===== src/logic/rcs_pkg.sv =====
// Purpose: constants for the timekeeper control/status block
// Assumes: byte-wide configuration access, 8-bit address
// Notes:   address groups decoded on address bits 7:3
package rcs_pkg;
   localparam int          RCS_CNT_W       = 40;
   localparam int          RCS_BYTES       = 5;
   localparam int          RCS_PRESC_W     = 7;
   // first advance on 64th edge, then every 128 edges
   localparam logic [6:0]  RCS_PRESC_FIRST = 7'h3F;

   localparam logic [7:0]  RCS_ADDR_CNT0   = 8'h40;
   localparam logic [7:0]  RCS_ADDR_MAT0   = 8'h48;
   localparam logic [7:0]  RCS_ADDR_MBIT0  = 8'h50;
   localparam logic [7:0]  RCS_ADDR_CTRL   = 8'h58;
   localparam logic [4:0]  RCS_GRP_CNT     = 5'h08;
   localparam logic [4:0]  RCS_GRP_MAT     = 5'h09;
   localparam logic [4:0]  RCS_GRP_MBIT    = 5'h0A;
   localparam logic [4:0]  RCS_GRP_CTRL    = 5'h0B;
   localparam logic [2:0]  RCS_IDX_LAST    = 3'h4;

   localparam logic [7:0]  RCS_CTRL_RESET  = 8'h00;
   localparam int          RCS_B_SOFT_RST  = 7;
   localparam int          RCS_B_CNT_EN    = 6;
   localparam int          RCS_B_WAKE_MAT  = 5;
   localparam int          RCS_B_MODE_HI   = 4;
   localparam int          RCS_B_MODE_LO   = 3;
   localparam int          RCS_B_CLR_MAT   = 2;
   localparam int          RCS_B_CNT_RUN   = 1;
   localparam int          RCS_B_OSC_SEL   = 0;
endpackage


===== src/logic/rcs_sync2.sv =====
// Purpose: two-flop synchroniser for asynchronous levels
// Assumes: input is a level from another domain
// Notes:   first stage feeds only the second stage
`timescale 1ns/1ns
`default_nettype none
module rcs_sync2 #(
   parameter int W = 1
) (
   input  wire logic         clk_sys_i,
   input  wire logic         rst_n_i,
   input  wire logic [W-1:0] async_i,
   output logic      [W-1:0] sync_o
);
   logic [W-1:0] meta;

   always_ff @(posedge clk_sys_i or negedge rst_n_i) begin
      if (!rst_n_i) begin
         meta   <= '0;
         sync_o <= '0;
      end else begin
         meta   <= async_i;
         sync_o <= meta;
      end
   end
endmodule
`default_nettype wire


===== src/logic/rcs_rst_sync.sv =====
// Purpose: reset bridge, asynchronous assert, release after two edges
// Assumes: arst_n_i may drop at any time
// Notes:   output low while arst_n_i is low
`timescale 1ns/1ns
`default_nettype none
module rcs_rst_sync (
   input  wire logic clk_sys_i,
   input  wire logic arst_n_i,
   output logic      rst_n_o
);
   logic stage;

   always_ff @(posedge clk_sys_i or negedge arst_n_i) begin
      if (!arst_n_i) begin
         stage   <= 1'b0;
         rst_n_o <= 1'b0;
      end else begin
         stage   <= 1'b1;
         rst_n_o <= stage;
      end
   end
endmodule
`default_nettype wire


===== src/logic/rcs_control_status.sv =====
// Purpose: timekeeper control/status, prescaler, 40-bit counter, match
// Assumes: crystal_clk_i slow vs clk_sys_i; all access on clk_sys_i
// Notes:   byte access on acm_* ports, read data one cycle after strobe
//
// How it works
// RL1: writing one to control bit 7 resets the timekeeper core; the control register keeps its bits
// RL2: timekeeper state resets asynchronously on supply low or soft reset
// RL3: reset released synchronously two access clock edges later
// RL4: control bit 6 enables counting when not held in reset
// RL5: first advance on 64th crystal edge, then every 128 edges
// RL6: clearing enable resets prescaler, counter value is kept
// RL7: host clears enable before preloading any counter byte
// RL8: bit 5 lets match output follow 40-bit equality, else low
// RL9: control bits 4:3 drive the oscillator mode output
// RL10: for a 32 kHz crystal host programs mode bits to 01
// RL11: bit 2 clears counter on next prescaled edge after match
// RL12: bit 2 zero lets counter run on while matches reported
// RL13: bit 1 zero holds counter at zero, one permits counting
// RL14: bit 0 drives oscillator select output
// RL15: host clears select bit for sleep so fabric stops crystal
// RL16: all control bits are zero while supply indication is low
// RL17: prescaler divides crystal clock by 128
// RL18: match is all 40 per-bit equivalence results true
// RL19: reading low byte captures 40 bits; host reads upper bytes next
// RL20: control reads return held bits, writes act on access clock
`timescale 1ns/1ns
`default_nettype none
module rcs_control_status
   import rcs_pkg::*;
#(
   parameter int CNT_W   = RCS_CNT_W,
   parameter int PRESC_W = RCS_PRESC_W
) (
   input  wire logic       clk_sys_i,
   input  wire logic       rst_n_i,
   input  wire logic       supply_up_flag_i,
   input  wire logic       crystal_clk_i,
   input  wire logic [7:0] acm_addr_i,
   input  wire logic [7:0] acm_wdata_i,
   input  wire logic       acm_wen_i,
   input  wire logic       acm_ren_i,
   output logic      [7:0] acm_rdata_o,
   output logic            match_out_o,
   output logic      [1:0] osc_mode_out_o,
   output logic            osc_select_out_o
);
   logic [7:0]         ctrl;
   logic               supply_up;
   logic               xtal_s;
   logic               xtal_prev;
   logic               xtal_rise;
   logic               core_arst_n;
   logic               core_rst_n;
   logic [PRESC_W-1:0] presc;
   logic               tick;
   logic               running;
   logic [CNT_W-1:0]   count;
   logic [CNT_W-1:0]   match_val;
   logic [CNT_W-1:0]   match_bits;
   logic               match_all;
   logic [CNT_W-1:0]   cap_cnt;
   logic [CNT_W-1:0]   cap_mat;
   logic [CNT_W-1:0]   cap_bits;
   logic [4:0]         grp;
   logic [2:0]         idx;
   logic [5:0]         lane;
   logic               idx_ok;
   logic               wr_cnt;
   logic               wr_mat;
   logic               wr_ctrl;
   logic [7:0]         next_rdata;

   rcs_sync2 #(.W(2)) u_sync (
      .clk_sys_i (clk_sys_i),
      .rst_n_i   (rst_n_i),
      .async_i   ({supply_up_flag_i, crystal_clk_i}),
      .sync_o    ({supply_up, xtal_s})
   );

   // soft reset and supply loss both force the core into reset
   assign core_arst_n = rst_n_i & supply_up_flag_i
                        & ~ctrl[RCS_B_SOFT_RST];            // RL1 RL2

   rcs_rst_sync u_core_rst (
      .clk_sys_i (clk_sys_i),
      .arst_n_i  (core_arst_n),
      .rst_n_o   (core_rst_n)                               // RL3
   );

   // access decode
   assign grp     = acm_addr_i[7:3];
   assign idx     = acm_addr_i[2:0];
   assign lane    = {idx, 3'h0};
   assign idx_ok  = (idx <= RCS_IDX_LAST);
   assign wr_cnt  = acm_wen_i && grp == RCS_GRP_CNT && idx_ok;
   assign wr_mat  = acm_wen_i && grp == RCS_GRP_MAT && idx_ok;
   assign wr_ctrl = acm_wen_i && acm_addr_i == RCS_ADDR_CTRL;

   // control register: own reset, cleared while supply is low
   always_ff @(posedge clk_sys_i or negedge rst_n_i) begin
      if (!rst_n_i) begin
         ctrl <= RCS_CTRL_RESET;
      end else if (!supply_up) begin
         ctrl <= RCS_CTRL_RESET;                            // RL16
      end else if (wr_ctrl) begin
         ctrl <= acm_wdata_i;                               // RL20
      end
   end

   // crystal edge detect on synchronised level
   always_ff @(posedge clk_sys_i or negedge core_rst_n) begin
      if (!core_rst_n) begin
         xtal_prev <= 1'b0;
      end else begin
         xtal_prev <= xtal_s;
      end
   end
   assign xtal_rise = xtal_s & ~xtal_prev;

   assign running = ctrl[RCS_B_CNT_EN] & ctrl[RCS_B_CNT_RUN]; // RL4 RL5

   // prescaler counts crystal rising edges, wraps at 128
   always_ff @(posedge clk_sys_i or negedge core_rst_n) begin
      if (!core_rst_n) begin
         presc <= '0;
      end else if (!running) begin
         presc <= '0;                                       // RL6
      end else if (xtal_rise) begin
         presc <= presc + 1'b1;                             // RL17
      end
   end
   // advance on the edge that takes the prescaler past its midpoint
   assign tick = running & xtal_rise
                 & (presc == RCS_PRESC_FIRST[PRESC_W-1:0]); // RL5 RL17

   // per-bit equivalence and full match
   assign match_bits = ~(count ^ match_val);                // RL18
   assign match_all  = &match_bits;                         // RL18

   // 40-bit counter
   always_ff @(posedge clk_sys_i or negedge core_rst_n) begin
      if (!core_rst_n) begin
         count <= '0;                                       // RL2
      end else if (!ctrl[RCS_B_CNT_RUN]) begin
         count <= '0;                                       // RL13
      end else if (wr_cnt) begin
         count[lane +: 8] <= acm_wdata_i;                   // RL7
      end else if (tick) begin
         if (ctrl[RCS_B_CLR_MAT] && match_all) begin
            count <= '0;                                    // RL11
         end else begin
            count <= count + 1'b1;                          // RL12
         end
      end
   end

   // match value register
   always_ff @(posedge clk_sys_i or negedge core_rst_n) begin
      if (!core_rst_n) begin
         match_val <= '0;
      end else if (wr_mat) begin
         match_val[lane +: 8] <= acm_wdata_i;
      end
   end

   // match output gated by wake-on-match bit
   always_ff @(posedge clk_sys_i or negedge core_rst_n) begin
      if (!core_rst_n) begin
         match_out_o <= 1'b0;
      end else begin
         match_out_o <= ctrl[RCS_B_WAKE_MAT] & match_all;   // RL8
      end
   end

   // oscillator mode and select follow control bits
   assign osc_mode_out_o   = ctrl[RCS_B_MODE_HI:RCS_B_MODE_LO]; // RL9
   assign osc_select_out_o = ctrl[RCS_B_OSC_SEL];           // RL14

   // snapshots taken when the low byte of a set is read
   always_ff @(posedge clk_sys_i or negedge core_rst_n) begin
      if (!core_rst_n) begin
         cap_cnt  <= '0;
         cap_mat  <= '0;
         cap_bits <= '0;
      end else if (acm_ren_i) begin
         if (acm_addr_i == RCS_ADDR_CNT0) begin
            cap_cnt <= count;                               // RL19
         end
         if (acm_addr_i == RCS_ADDR_MAT0) begin
            cap_mat <= match_val;                           // RL19
         end
         if (acm_addr_i == RCS_ADDR_MBIT0) begin
            cap_bits <= match_bits;                         // RL19
         end
      end
   end

   // read mux; low byte bypasses the snapshot so it is coherent
   always_comb begin
      next_rdata = 8'h00;
      if (idx_ok) begin
         case (grp)
            RCS_GRP_CNT: begin
               next_rdata = (idx == 3'h0) ? count[7:0] : cap_cnt[lane +: 8];
            end
            RCS_GRP_MAT: begin
               next_rdata = (idx == 3'h0) ? match_val[7:0]
                                          : cap_mat[lane +: 8];
            end
            RCS_GRP_MBIT: begin
               next_rdata = (idx == 3'h0) ? match_bits[7:0]
                                          : cap_bits[lane +: 8];
            end
            RCS_GRP_CTRL: begin
               if (idx == 3'h0) begin
                  next_rdata = ctrl;                        // RL20
               end
            end
            default: begin
               next_rdata = 8'h00;
            end
         endcase
      end
   end

   always_ff @(posedge clk_sys_i or negedge rst_n_i) begin
      if (!rst_n_i) begin
         acm_rdata_o <= 8'h00;
      end else if (acm_ren_i) begin
         acm_rdata_o <= next_rdata;
      end
   end
endmodule
`default_nettype wire


===== config.mk =====
export PLATFORM = sky130hd
export DESIGN_NAME = rcs_control_status
export DESIGN_NICKNAME = d
export VERILOG_FILES = /design/src/logic/rcs_pkg.sv /design/src/logic/rcs_sync2.sv /design/src/logic/rcs_rst_sync.sv /design/src/logic/rcs_control_status.sv
export SDC_FILE = /design/constraint.sdc
export NUM_CORES = 1
export LEC_CHECK = 0
export BUFFER_PORTS_ARGS = -buffer_cell sky130_fd_sc_hd__buf_2
export CAP_MARGIN = 20
export CORE_MARGIN = 2
export CORE_UTILIZATION = 35
export DETAILED_ROUTE_END_ITERATION = 10
export HOLD_SLACK_MARGIN = 0.02
export PLACE_DENSITY_LB_ADDON = 0.05
export RECOVER_POWER = 25
export SYNTH_ARGS = -nofsm -noshare
export SYNTH_HDL_FRONTEND = slang
export SYNTH_SLANG_ARGS = --single-unit

===== constraint.sdc =====
create_clock -name clk_sys_i -period 6 [get_ports clk_sys_i]
set_input_delay 0 -clock clk_sys_i [delete_from_list [all_inputs] [get_ports clk_sys_i]]
set_output_delay 0 -clock clk_sys_i [all_outputs]
set_load 0.01 [all_outputs]

==> results of run 1 <==
-- synth_stat cells (all sizes together), types with 3 or more instances --
library cell,n
dfrtp,231
nand2,127
mux2,125
o21ai,71
xnor2,58
clkbuf,57
nor2,43
a22oi,42
nand3,36
buf,33
nand4,31
a21oi,27
nor3,27
and3,25
mux4,22
o22ai,21
mux2i,19
inv,16
nor2b,12
xor2,10
and2,9
ha,9
nor4,9
a31oi,8
a22o,6
nor3b,5
o211ai,5
nand4b,4
o31ai,4
or4,4
a221o,3
and4,3
nor4b,3
or3,3
-- worst reg2reg max path, cell delays in order (launching register included) --
cell     delay, ns
dfrtp_1       0.78
xnor2_1       0.25
nand4_1       0.16
nor4b_1       0.53
or4b_4        0.74
nand2_1       0.64
o21ai_0       0.20
-- worst paths after layout --
path / end / slack, ns / start / cells after the start
worst max-delay path: count[17]$_DFFE_PN0P_ / 2.54 / acm_addr_i[7] / 10
worst min-delay path: ctrl[0]$_DFFE_PN0P_ / 0.06 / acm_wen_i / 5
max in group asynchronous: cap_mat[38]$_DFFE_PN0P_ / 3.08 / u_core_rst.rst_n_o$_DFF_PN0_ / 1
min in group asynchronous: u_core_rst.rst_n_o$_DFF_PN0_ / 0.25 / ctrl[7]$_DFFE_PN0P_ / 1
worst min register to register: u_core_rst.rst_n_o$_DFF_PN0_ / 0.25 / ctrl[7]$_DFFE_PN0P_ / 1
worst max register to register: count[27]$_DFFE_PN0P_ / 2.55 / count[0]$_DFFE_PN0P_ / 6
-- cells by family (layout without fill, tap and decap cells) --
group,count (synthesis),after routing,share of synthesized area
simple gates,350,350,0.147
flops,231,231,0.478
compound gates,202,202,0.105
mux,166,166,0.173
buf+inv,107,132,0.0384
xor+xnor,68,68,0.0492
fa+ha+maj,9,9,0.00930
other cells,1,1,0.000310
-- through the flow --
stage,area [um2],instances
3_3_place_gp,12500,1543
2_1_floorplan,12100,1134
5_1_grt,13700,1614
4_1_cts,13700,1612
6_report,13700,1614
3_5_place_dp,12600,1547
-- power by group --
| part | leakage (nW) | switching [mW] | total, mW | internal [mW] |
|---|---|---|---|---|
| combinational | 2.24 | 0.124 | 0.190 | 0.0660 |
| clock | 0.487 | 0.685 | 1.82 | 1.14 |
| sequential | 3.19 | 0.0260 | 1.61 | 1.59 |
| total | 5.92 | 0.835 | 3.62 | 2.79 |
-- cells in the final DEF (no fill, tap or decap), types with 18 or more instances in the layout --
master,instances
dfrtp_1,231
nor2_1,43
clkbuf_1,19
mux2_2,125
mux2i_1,19
o21ai_0,68
a21oi_1,27
mux4_2,22
o22ai_1,21
nand4_1,31
xnor2_1,58
nor3_1,23
buf_2,20
nand3_1,36
a22oi_1,42
dlygate4sd3_1,18
and3_1,25
nand2_1,126
clkbuf_16,29
-- sequential cells by signal, indices dropped and copies added, names as in the netlist --
name	count
cap_bits	40
cap_cnt	40
cap_mat	40
count	40
match_val	40
acm_rdata_o	8
ctrl	8
presc	7
u_sync.meta	2
u_sync.sync_o	2
match_out_o	1
u_core_rst.rst_n_o	1
u_core_rst.stage	1
xtal_prev	1
-- final cells by class --
| class | instances | area [um2] | area share |
|---|---|---|---|
| Clock buffer | 40 | 847 | 0.0616 |
| Inverter | 17 | 63.8 | 0.00464 |
| Clock inverter | 7 | 135 | 0.00983 |
| Multi-Input combinational cell | 796 | 5870 | 0.427 |
| Timing Repair Buffer | 68 | 474 | 0.0345 |
| Sequential cell | 231 | 5780 | 0.421 |
| Tap cell | 455 | 569 | 0.0414 |
-- routing by layer --
metal	GRT usage	up-vias	part of all wire
met5	0	-	0
met4	0.0653	0	0.027
met3	0.0338	64	0.057
met2	0.387	317	0.45
met1	0.365	4750	0.47
li1	-	4127	-
-- timing repair --
item,CTS,global route
buffers inserted,0,0
gates resized for setup,0,0
hold buffers,18,0
endpoints found under the setup margin,0,0
hold endpoints to repair,72,0
==> flow_summary.json, run 1 <==
{
  "holdCritPathClass": "in2reg",
  "wl_mm": 44.2,
  "setup-violations-final": 0,
  "crit_required_ns": 6.48,
  "rows": 68,
  "vias_per_cell": 5.74,
  "min_period_ns": 3.46,
  "slew_violations": 59,
  "path_buf_inv": 4,
  "path_max_fanout": 20,
  "drtIter0Drc": 787,
  "clock_latency_ns": 0.55,
  "tns_ns": 0,
  "finClkSkew_ns": 0.0134,
  "crit_arrival_ns": 3.94,
  "vias": 9258,
  "hpwl_mm": 30.5,
  "synth_top_cell_by_area": "dfrtp_1",
  "grt_pass1_vias": 9194,
  "power.density_nw_per_um2": 264,
  "critPathTopFamily": "simple AND/OR/NAND/NOR gates",
  "maxSlewHeadroom": -0.709,
  "cts_sinks": 231,
  "worst_pin_slew_ns": 2.56,
  "grtUsageTotal": 0.249,
  "drc": 0,
  "clock_path_buffers": 3,
  "synthArstFlopShare": 1.00,
  "cp-end-kind": "flip-flop",
  "grt_pass1_wl_mm": 65.4,
  "final_nets": 1173,
  "crit_chain": "dlygate4sd3_1, buf_2, nor3b_1, dlygate4sd3_1, clkbuf_1, and2_1, nand2_1, nor3b_2, a22oi_1, nand2_1",
  "synthesis.area_um2": 12100,
  "drt_first_pass_iters": 5,
  "vdd_drop_max_mv": 0.197,
  "fmax_mhz": 289,
  "synth_area_leaders": "dfrtp_1, mux2_2, xnor2_1",
  "antenna_left": 0,
  "p_total_mw": 3.62,
  "fin_ws_ns": 2.54,
  "yosysUniqueCellTypes": 66,
  "final_hold_viol_count": 0,
  "seq_area_frac_synth": 0.478,
  "start_kind": "input port",
  "cap_violations": 1,
  "fin_crit_sh": 0.577,
  "core-area_um2": 34300,
  "synthFlopType": "dfrtp_1",
  "die_w_um": 190,
  "io_buffers": 33,
  "critPathKind": "in2reg",
  "status": "complete, but fails checks",
  "post-place-ws_ns": 2.52,
  "syn_to_final_growth_pct": 13.6,
  "fillers": 3365,
  "gp_congestion": 0.854,
  "cpMaxStageDelayCell": "and2_1",
  "antenna_cells": 0,
  "pin_count": 34,
  "postLayoutCoreUtil": 0.401,
  "drive_gt1_frac": 0.205,
  "synth_top_area_frac": 0.478,
  "ys_seq_elements": 231,
  "clk_pin_slew_ns": 0.06,
  "wire_per_inst_um": 27.4,
  "synth_edf_count": 0,
  "violations": "max-capacitance violations, max-slew violations",
  "hold-worst-slack_ns": 0.0618,
  "h-tree-depth": 1,
  "synthCells": 1134,
  "grt.overflow.total": 0,
  "synth_fp_nets": 1165,
  "cts_buffers": 28,
  "syn_area_per_cell_um2": 10.7,
  "max_stage_delay_ns": 0.77,
  "die_y_um": 190,
  "grt_antenna_before_repair": 0,
  "grt_max_degree": 152,
  "rsz0062_at_grt": "no",
  "ys_warn_count": 0,
  "cts_root_buf": "clkbuf_16",
  "cts_tree": "built",
  "dieArea_um2": 36100,
  "leakagePower_nw": 5.92,
  "initial_core_util": 0.353
}
Note: power is estimated with default switching activity, not from simulation.
==> run 2, diff against run 1 <==
- clock period: 6 -> 2.9 ns (I/O delays scaled with it)
==> flow_summary.json, run 2 (synthesis results as in run 1) <==
{
  "status": "complete, but fails checks",
  "violations": "max-capacitance violations, max-slew violations",
  "final_cells": 1687,
  "initial_core_util": 0.353,
  "fin_crit_sh": 0.971,
  "drtIter0Drc": 760,
  "cts_root_buf": "clkbuf_16",
  "rsz0062_at_grt": "no",
  "final_nets": 1241,
  "die_w_um": 190,
  "cts_buffers": 28,
  "drc": 0,
  "setup-violations-final": 0,
  "grt_pass1_wl_mm": 68.0,
  "clock_latency_ns": 0.56,
  "wl_mm": 46.0,
  "crit_required_ns": 3.33,
  "cap_violations": 1,
  "vias_per_cell": 5.64,
  "grt_pass1_vias": 9556,
  "tns_ns": 0,
  "post-place-ws_ns": 0.0441,
  "r2r_setup_slack_ns": 0.08,
  "vdd_drop_max_mv": 0.489,
  "critPathKind": "reg2reg",
  "final_hold_viol_count": 0,
  "gp_congestion": 0.887,
  "final_cell_mix": "dfrtp_1, nand2_1, mux2_2",
  "antenna_left": 0,
  "maxSlewHeadroom": -0.103,
  "cts_sinks": 231,
  "leakagePower_nw": 6.34,
  "pin_count": 34,
  "syn_to_final_growth_pct": 19.1,
  "grtUsageTotal": 0.261,
  "slew_violations": 31,
  "antenna_cells": 0,
  "cts_tree": "built",
  "rows": 68,
  "fin_ws_ns": 0.0848,
  "worst_pin_slew_ns": 1.65,
  "dp_cells": 1617,
  "final_common_cell": "dfrtp_1",
  "clk_pin_slew_ns": 0.06,
  "finClkSkew_ns": 0.0183,
  "core-area_um2": 34300,
  "h-tree-depth": 1,
  "power.density_nw_per_um2": 532,
  "dieArea_um2": 36100,
  "cp-end-kind": "flip-flop",
  "crit_arrival_ns": 3.25,
  "fmax_mhz": 355,
  "grt_max_degree": 53,
  "clock_path_buffers": 3,
  "holdCritPathClass": "in2reg",
  "hpwl_mm": 33.2,
  "vias": 9512,
  "grt_antenna_before_repair": 0,
  "io_buffers": 33,
  "grt.overflow.total": 0,
  "path_max_fanout": 30,
  "start_kind": "flip-flop",
  "drt_first_pass_iters": 7,
  "min_period_ns": 2.82,
  "die_y_um": 190,
  "drive_gt1_frac": 0.257,
  "wire_per_inst_um": 27.3,
  "cts_setup_buffers": 0
}
-- run 2: cell types whose count changed in the layout (fill, tap and decap cells not counted), sizes merged --
cell | before | now
bufinv | 4 | 6
dlygate4sd3 | 18 | 17
clkbuf | 56 | 52
clkinv | 4 | 8
clkinvlp | 0 | 1
buf | 34 | 105
-- run 2: per-layer routing --
| layer | vias to the layer above | share of wire | GRT usage |
|---|---|---|---|
| met4 | 0 | 0.037 | 0.0888 |
| li1 | 4268 | - | - |
| met1 | 4819 | 0.45 | 0.368 |
| met2 | 344 | 0.45 | 0.406 |
| met5 | - | 0 | 0 |
| met3 | 81 | 0.061 | 0.0448 |
-- run 2: critical path, stage by stage (launching register included) --
cell	delay [ns]
dfrtp_1	0.51
xnor2_2	0.32
nand4_1	0.21
or4_1	0.56
or4b_4	0.59
buf_12	0.20
a32oi_1	0.18
o311ai_1	0.12
-- run 2: stage by stage --
| stage | util | power (mW) | hold WS (ns) | instance area [um2] |
|---|---|---|---|---|
| finish | 0.420 | 7.67 | 0.0383 | 14400 |
| global route | 0.420 | 7.94 | 0.0828 | 14400 |
| CTS | 0.420 | 7.74 | 0.0242 | 14400 |
| detailed placement | 0.385 | 3.79 | -0.0543 | 13200 |
| global placement | 0.385 | 3.79 | -0.0506 | 13200 |
| floorplan | - | 3.60 | -0.296 | 12100 |
-- run 2: worst paths after layout --
path	to	cells after the start	startpoint
min in group asynchronous	u_core_rst.stage$_DFF_PN0_	1	ctrl[7]$_DFFE_PN0P_
setup / recovery	count[8]$_DFFE_PN0P_	7	count[36]$_DFFE_PN0P_
max in group asynchronous	match_val[23]$_DFFE_PN0P_	1	u_core_rst.rst_n_o$_DFF_PN0_
setup reg to reg	count[8]$_DFFE_PN0P_	7	count[36]$_DFFE_PN0P_
hold / removal	ctrl[1]$_DFFE_PN0P_	5	acm_wen_i
hold reg to reg	u_core_rst.stage$_DFF_PN0_	1	ctrl[7]$_DFFE_PN0P_
-- run 2: where the power goes --
| group | internal [mW] | switching, mW | leakage, nW | total (mW) |
|---|---|---|---|---|
| registers | 3.28 | 0.0453 | 3.19 | 3.32 |
| clock network | 2.46 | 1.46 | 0.505 | 3.92 |
| logic | 0.148 | 0.269 | 2.64 | 0.417 |
-- run 2: what timing repair did --
item                       4_1_cts  5_1_grt
gates resized for setup          0        3
setup endpoints to repair        0        4
hold endpoints to repair        74        0
hold buffers                    17        0
-- run 2: cell type report --
cell class | instances | area, um2
Fill cell | 3309 | 19900
Multi-Input combinational cell | 796 | 5890
Sequential cell | 231 | 5780
Timing Repair Buffer | 136 | 1070
Clock buffer | 38 | 800
Tap cell | 455 | 569
Clock inverter | 14 | 230
Inverter | 17 | 63.8
==> run 3, diff against run 2 <==
- BUFFER_PORTS_ARGS: -buffer_cell sky130_fd_sc_hd__buf_2 -> not set
- DONT_BUFFER_PORTS: not set -> 1
- RECOVER_POWER: 25 -> 50
==> flow_summary.json, run 3 (synthesis results as in run 1) <==
{
  "status": "complete, but fails checks",
  "violations": "max-capacitance violations, max-slew violations",
  "dieArea_um2": 36100,
  "gp_congestion": 0.873,
  "tns_ns": 0,
  "dp_cells": 1597,
  "grt_pass1_vias": 9302,
  "rows": 68,
  "io_buffers": 0,
  "postLayoutCoreUtil": 0.420,
  "fillers": 3326,
  "clk_pin_slew_ns": 0.06,
  "holdCritPathClass": "in2reg",
  "grt_pass1_wl_mm": 68.2,
  "crit_arrival_ns": 3.20,
  "path_max_fanout": 12,
  "pin_count": 34,
  "final_cell_area_um2": 14400,
  "final_cells": 1681,
  "fmax_mhz": 358,
  "die_y_um": 190,
  "power.density_nw_per_um2": 524,
  "leakagePower_nw": 6.30,
  "rsz0062_at_grt": "no",
  "clock_path_buffers": 3,
  "crit_chain": "xnor2_1, nand4_1, or4_1, or4b_4, buf_4, a22oi_1, o31ai_1",
  "drtIter0Drc": 936,
  "cpMaxStageDelayCell": "or4b_4",
  "initial_core_util": 0.353,
  "grt.overflow.total": 0,
  "core-area_um2": 34300,
  "slew_violations": 38,
  "final_nets": 1233,
  "cts_sinks": 231,
  "hold-worst-slack_ns": 0.0402,
  "cap_violations": 1,
  "h-tree-depth": 1,
  "hpwl_mm": 32.9,
  "max_stage_delay_ns": 0.61,
  "worst_pin_slew_ns": 1.78,
  "wl_mm": 46.4,
  "grt_antenna_before_repair": 5,
  "finClkSkew_ns": 0.0105,
  "cts_tree": "built",
  "antenna_left": 0,
  "grtUsageTotal": 0.262,
  "multiInputGateArea_um2": 5890,
  "final_cell_mix": "dfrtp_1, nand2_1, mux2_2",
  "cts_buffers": 28,
  "drt_first_pass_iters": 7,
  "setup-violations-final": 0,
  "cts_root_buf": "clkbuf_16",
  "critPathKind": "reg2reg",
  "grt_max_degree": 58,
  "min_period_ns": 2.80,
  "drc": 0,
  "start_kind": "flip-flop",
  "drive_gt1_frac": 0.252,
  "maxSlewHeadroom": -0.189,
  "vdd_drop_max_mv": 0.543,
  "vias_per_cell": 5.64,
  "die_w_um": 190,
  "fin_ws_ns": 0.104,
  "postPlaceCellArea_um2": 13100,
  "final_hold_viol_count": 0,
  "ff_latch_area_um2": 5780,
  "vias": 9488,
  "crit_required_ns": 3.31,
  "wire_per_inst_um": 27.6,
  "cp-end-kind": "flip-flop",
  "p_total_mw": 7.53,
  "syn_to_final_growth_pct": 18.9,
  "final_common_cell": "dfrtp_1",
  "fin_crit_sh": 0.964,
  "post-place-ws_ns": 0.0406,
  "clock_latency_ns": 0.56
}
-- run 3: changes by cell type in the layout (fill, tap and decap cells not counted), moves of 3 or more --
cell	previous run	this run
buf_12	9	4
buf_2	22	1
buf_4	74	89
clkbuf_1	17	6
clkbuf_8	4	7
dlygate4sd3_1	17	29
-- run 3: timing repair --
item,in CTS,in global routing
hold buffers,28,1
endpoints found under the hold margin,121,8
setup buffers,0,0
gates resized for setup,0,3
setup endpoints to repair,0,15
-- run 3: final timing paths --
check / depth (start not counted) / slack, ns / from / end
worst max-delay path: 7 / 0.10 / count[35]$_DFFE_PN0P_ / count[4]$_DFFE_PN0P_
worst min-delay path: 1 / 0.04 / supply_up_flag_i / u_sync.meta[1]$_DFF_PN0_
worst max register to register: 7 / 0.10 / count[35]$_DFFE_PN0P_ / count[4]$_DFFE_PN0P_
worst min register to register: 1 / 0.25 / ctrl[7]$_DFFE_PN0P_ / u_core_rst.stage$_DFF_PN0_
max in group asynchronous: 2 / 0.48 / u_core_rst.rst_n_o$_DFF_PN0_ / cap_mat[25]$_DFFE_PN0P_
min in group asynchronous: 1 / 0.25 / ctrl[7]$_DFFE_PN0P_ / u_core_rst.stage$_DFF_PN0_
-- run 3: cell type report --
cell class                      instances  share of cell area
Multi-Input combinational cell        796               0.410
Clock buffer                           39              0.0579
Antenna cell                            2            0.000348
Clock inverter                         13              0.0123
Tap cell                              455              0.0396
Inverter                               17             0.00444
Sequential cell                       231               0.402
Timing Repair Buffer                  128              0.0740
-- run 3: power breakdown --
group	switching (mW)	internal, mW	total [mW]
clock	1.48	2.35	3.83
combinational	0.231	0.145	0.376
sequential	0.0480	3.28	3.33
-- run 3: worst max-delay path, delay by kind of cell, from the launching register on --
kind,cells,cell delay [ns]
compound gates,2,0.25
xor+xnor,1,0.34
buf+inv,1,0.22
flops,1,0.44
simple gates,3,1.37
-- run 3: layer usage --
metal  global-route usage  part of all wire  wire length [um]  up-vias
met5                    0                 0                 0        -
met4               0.0790             0.031              1460        0
met3               0.0428             0.060              2760       75
met2                0.411              0.45             20900      342
met1                0.372              0.46             21300     4825
li1                     -                 -                 -     4246
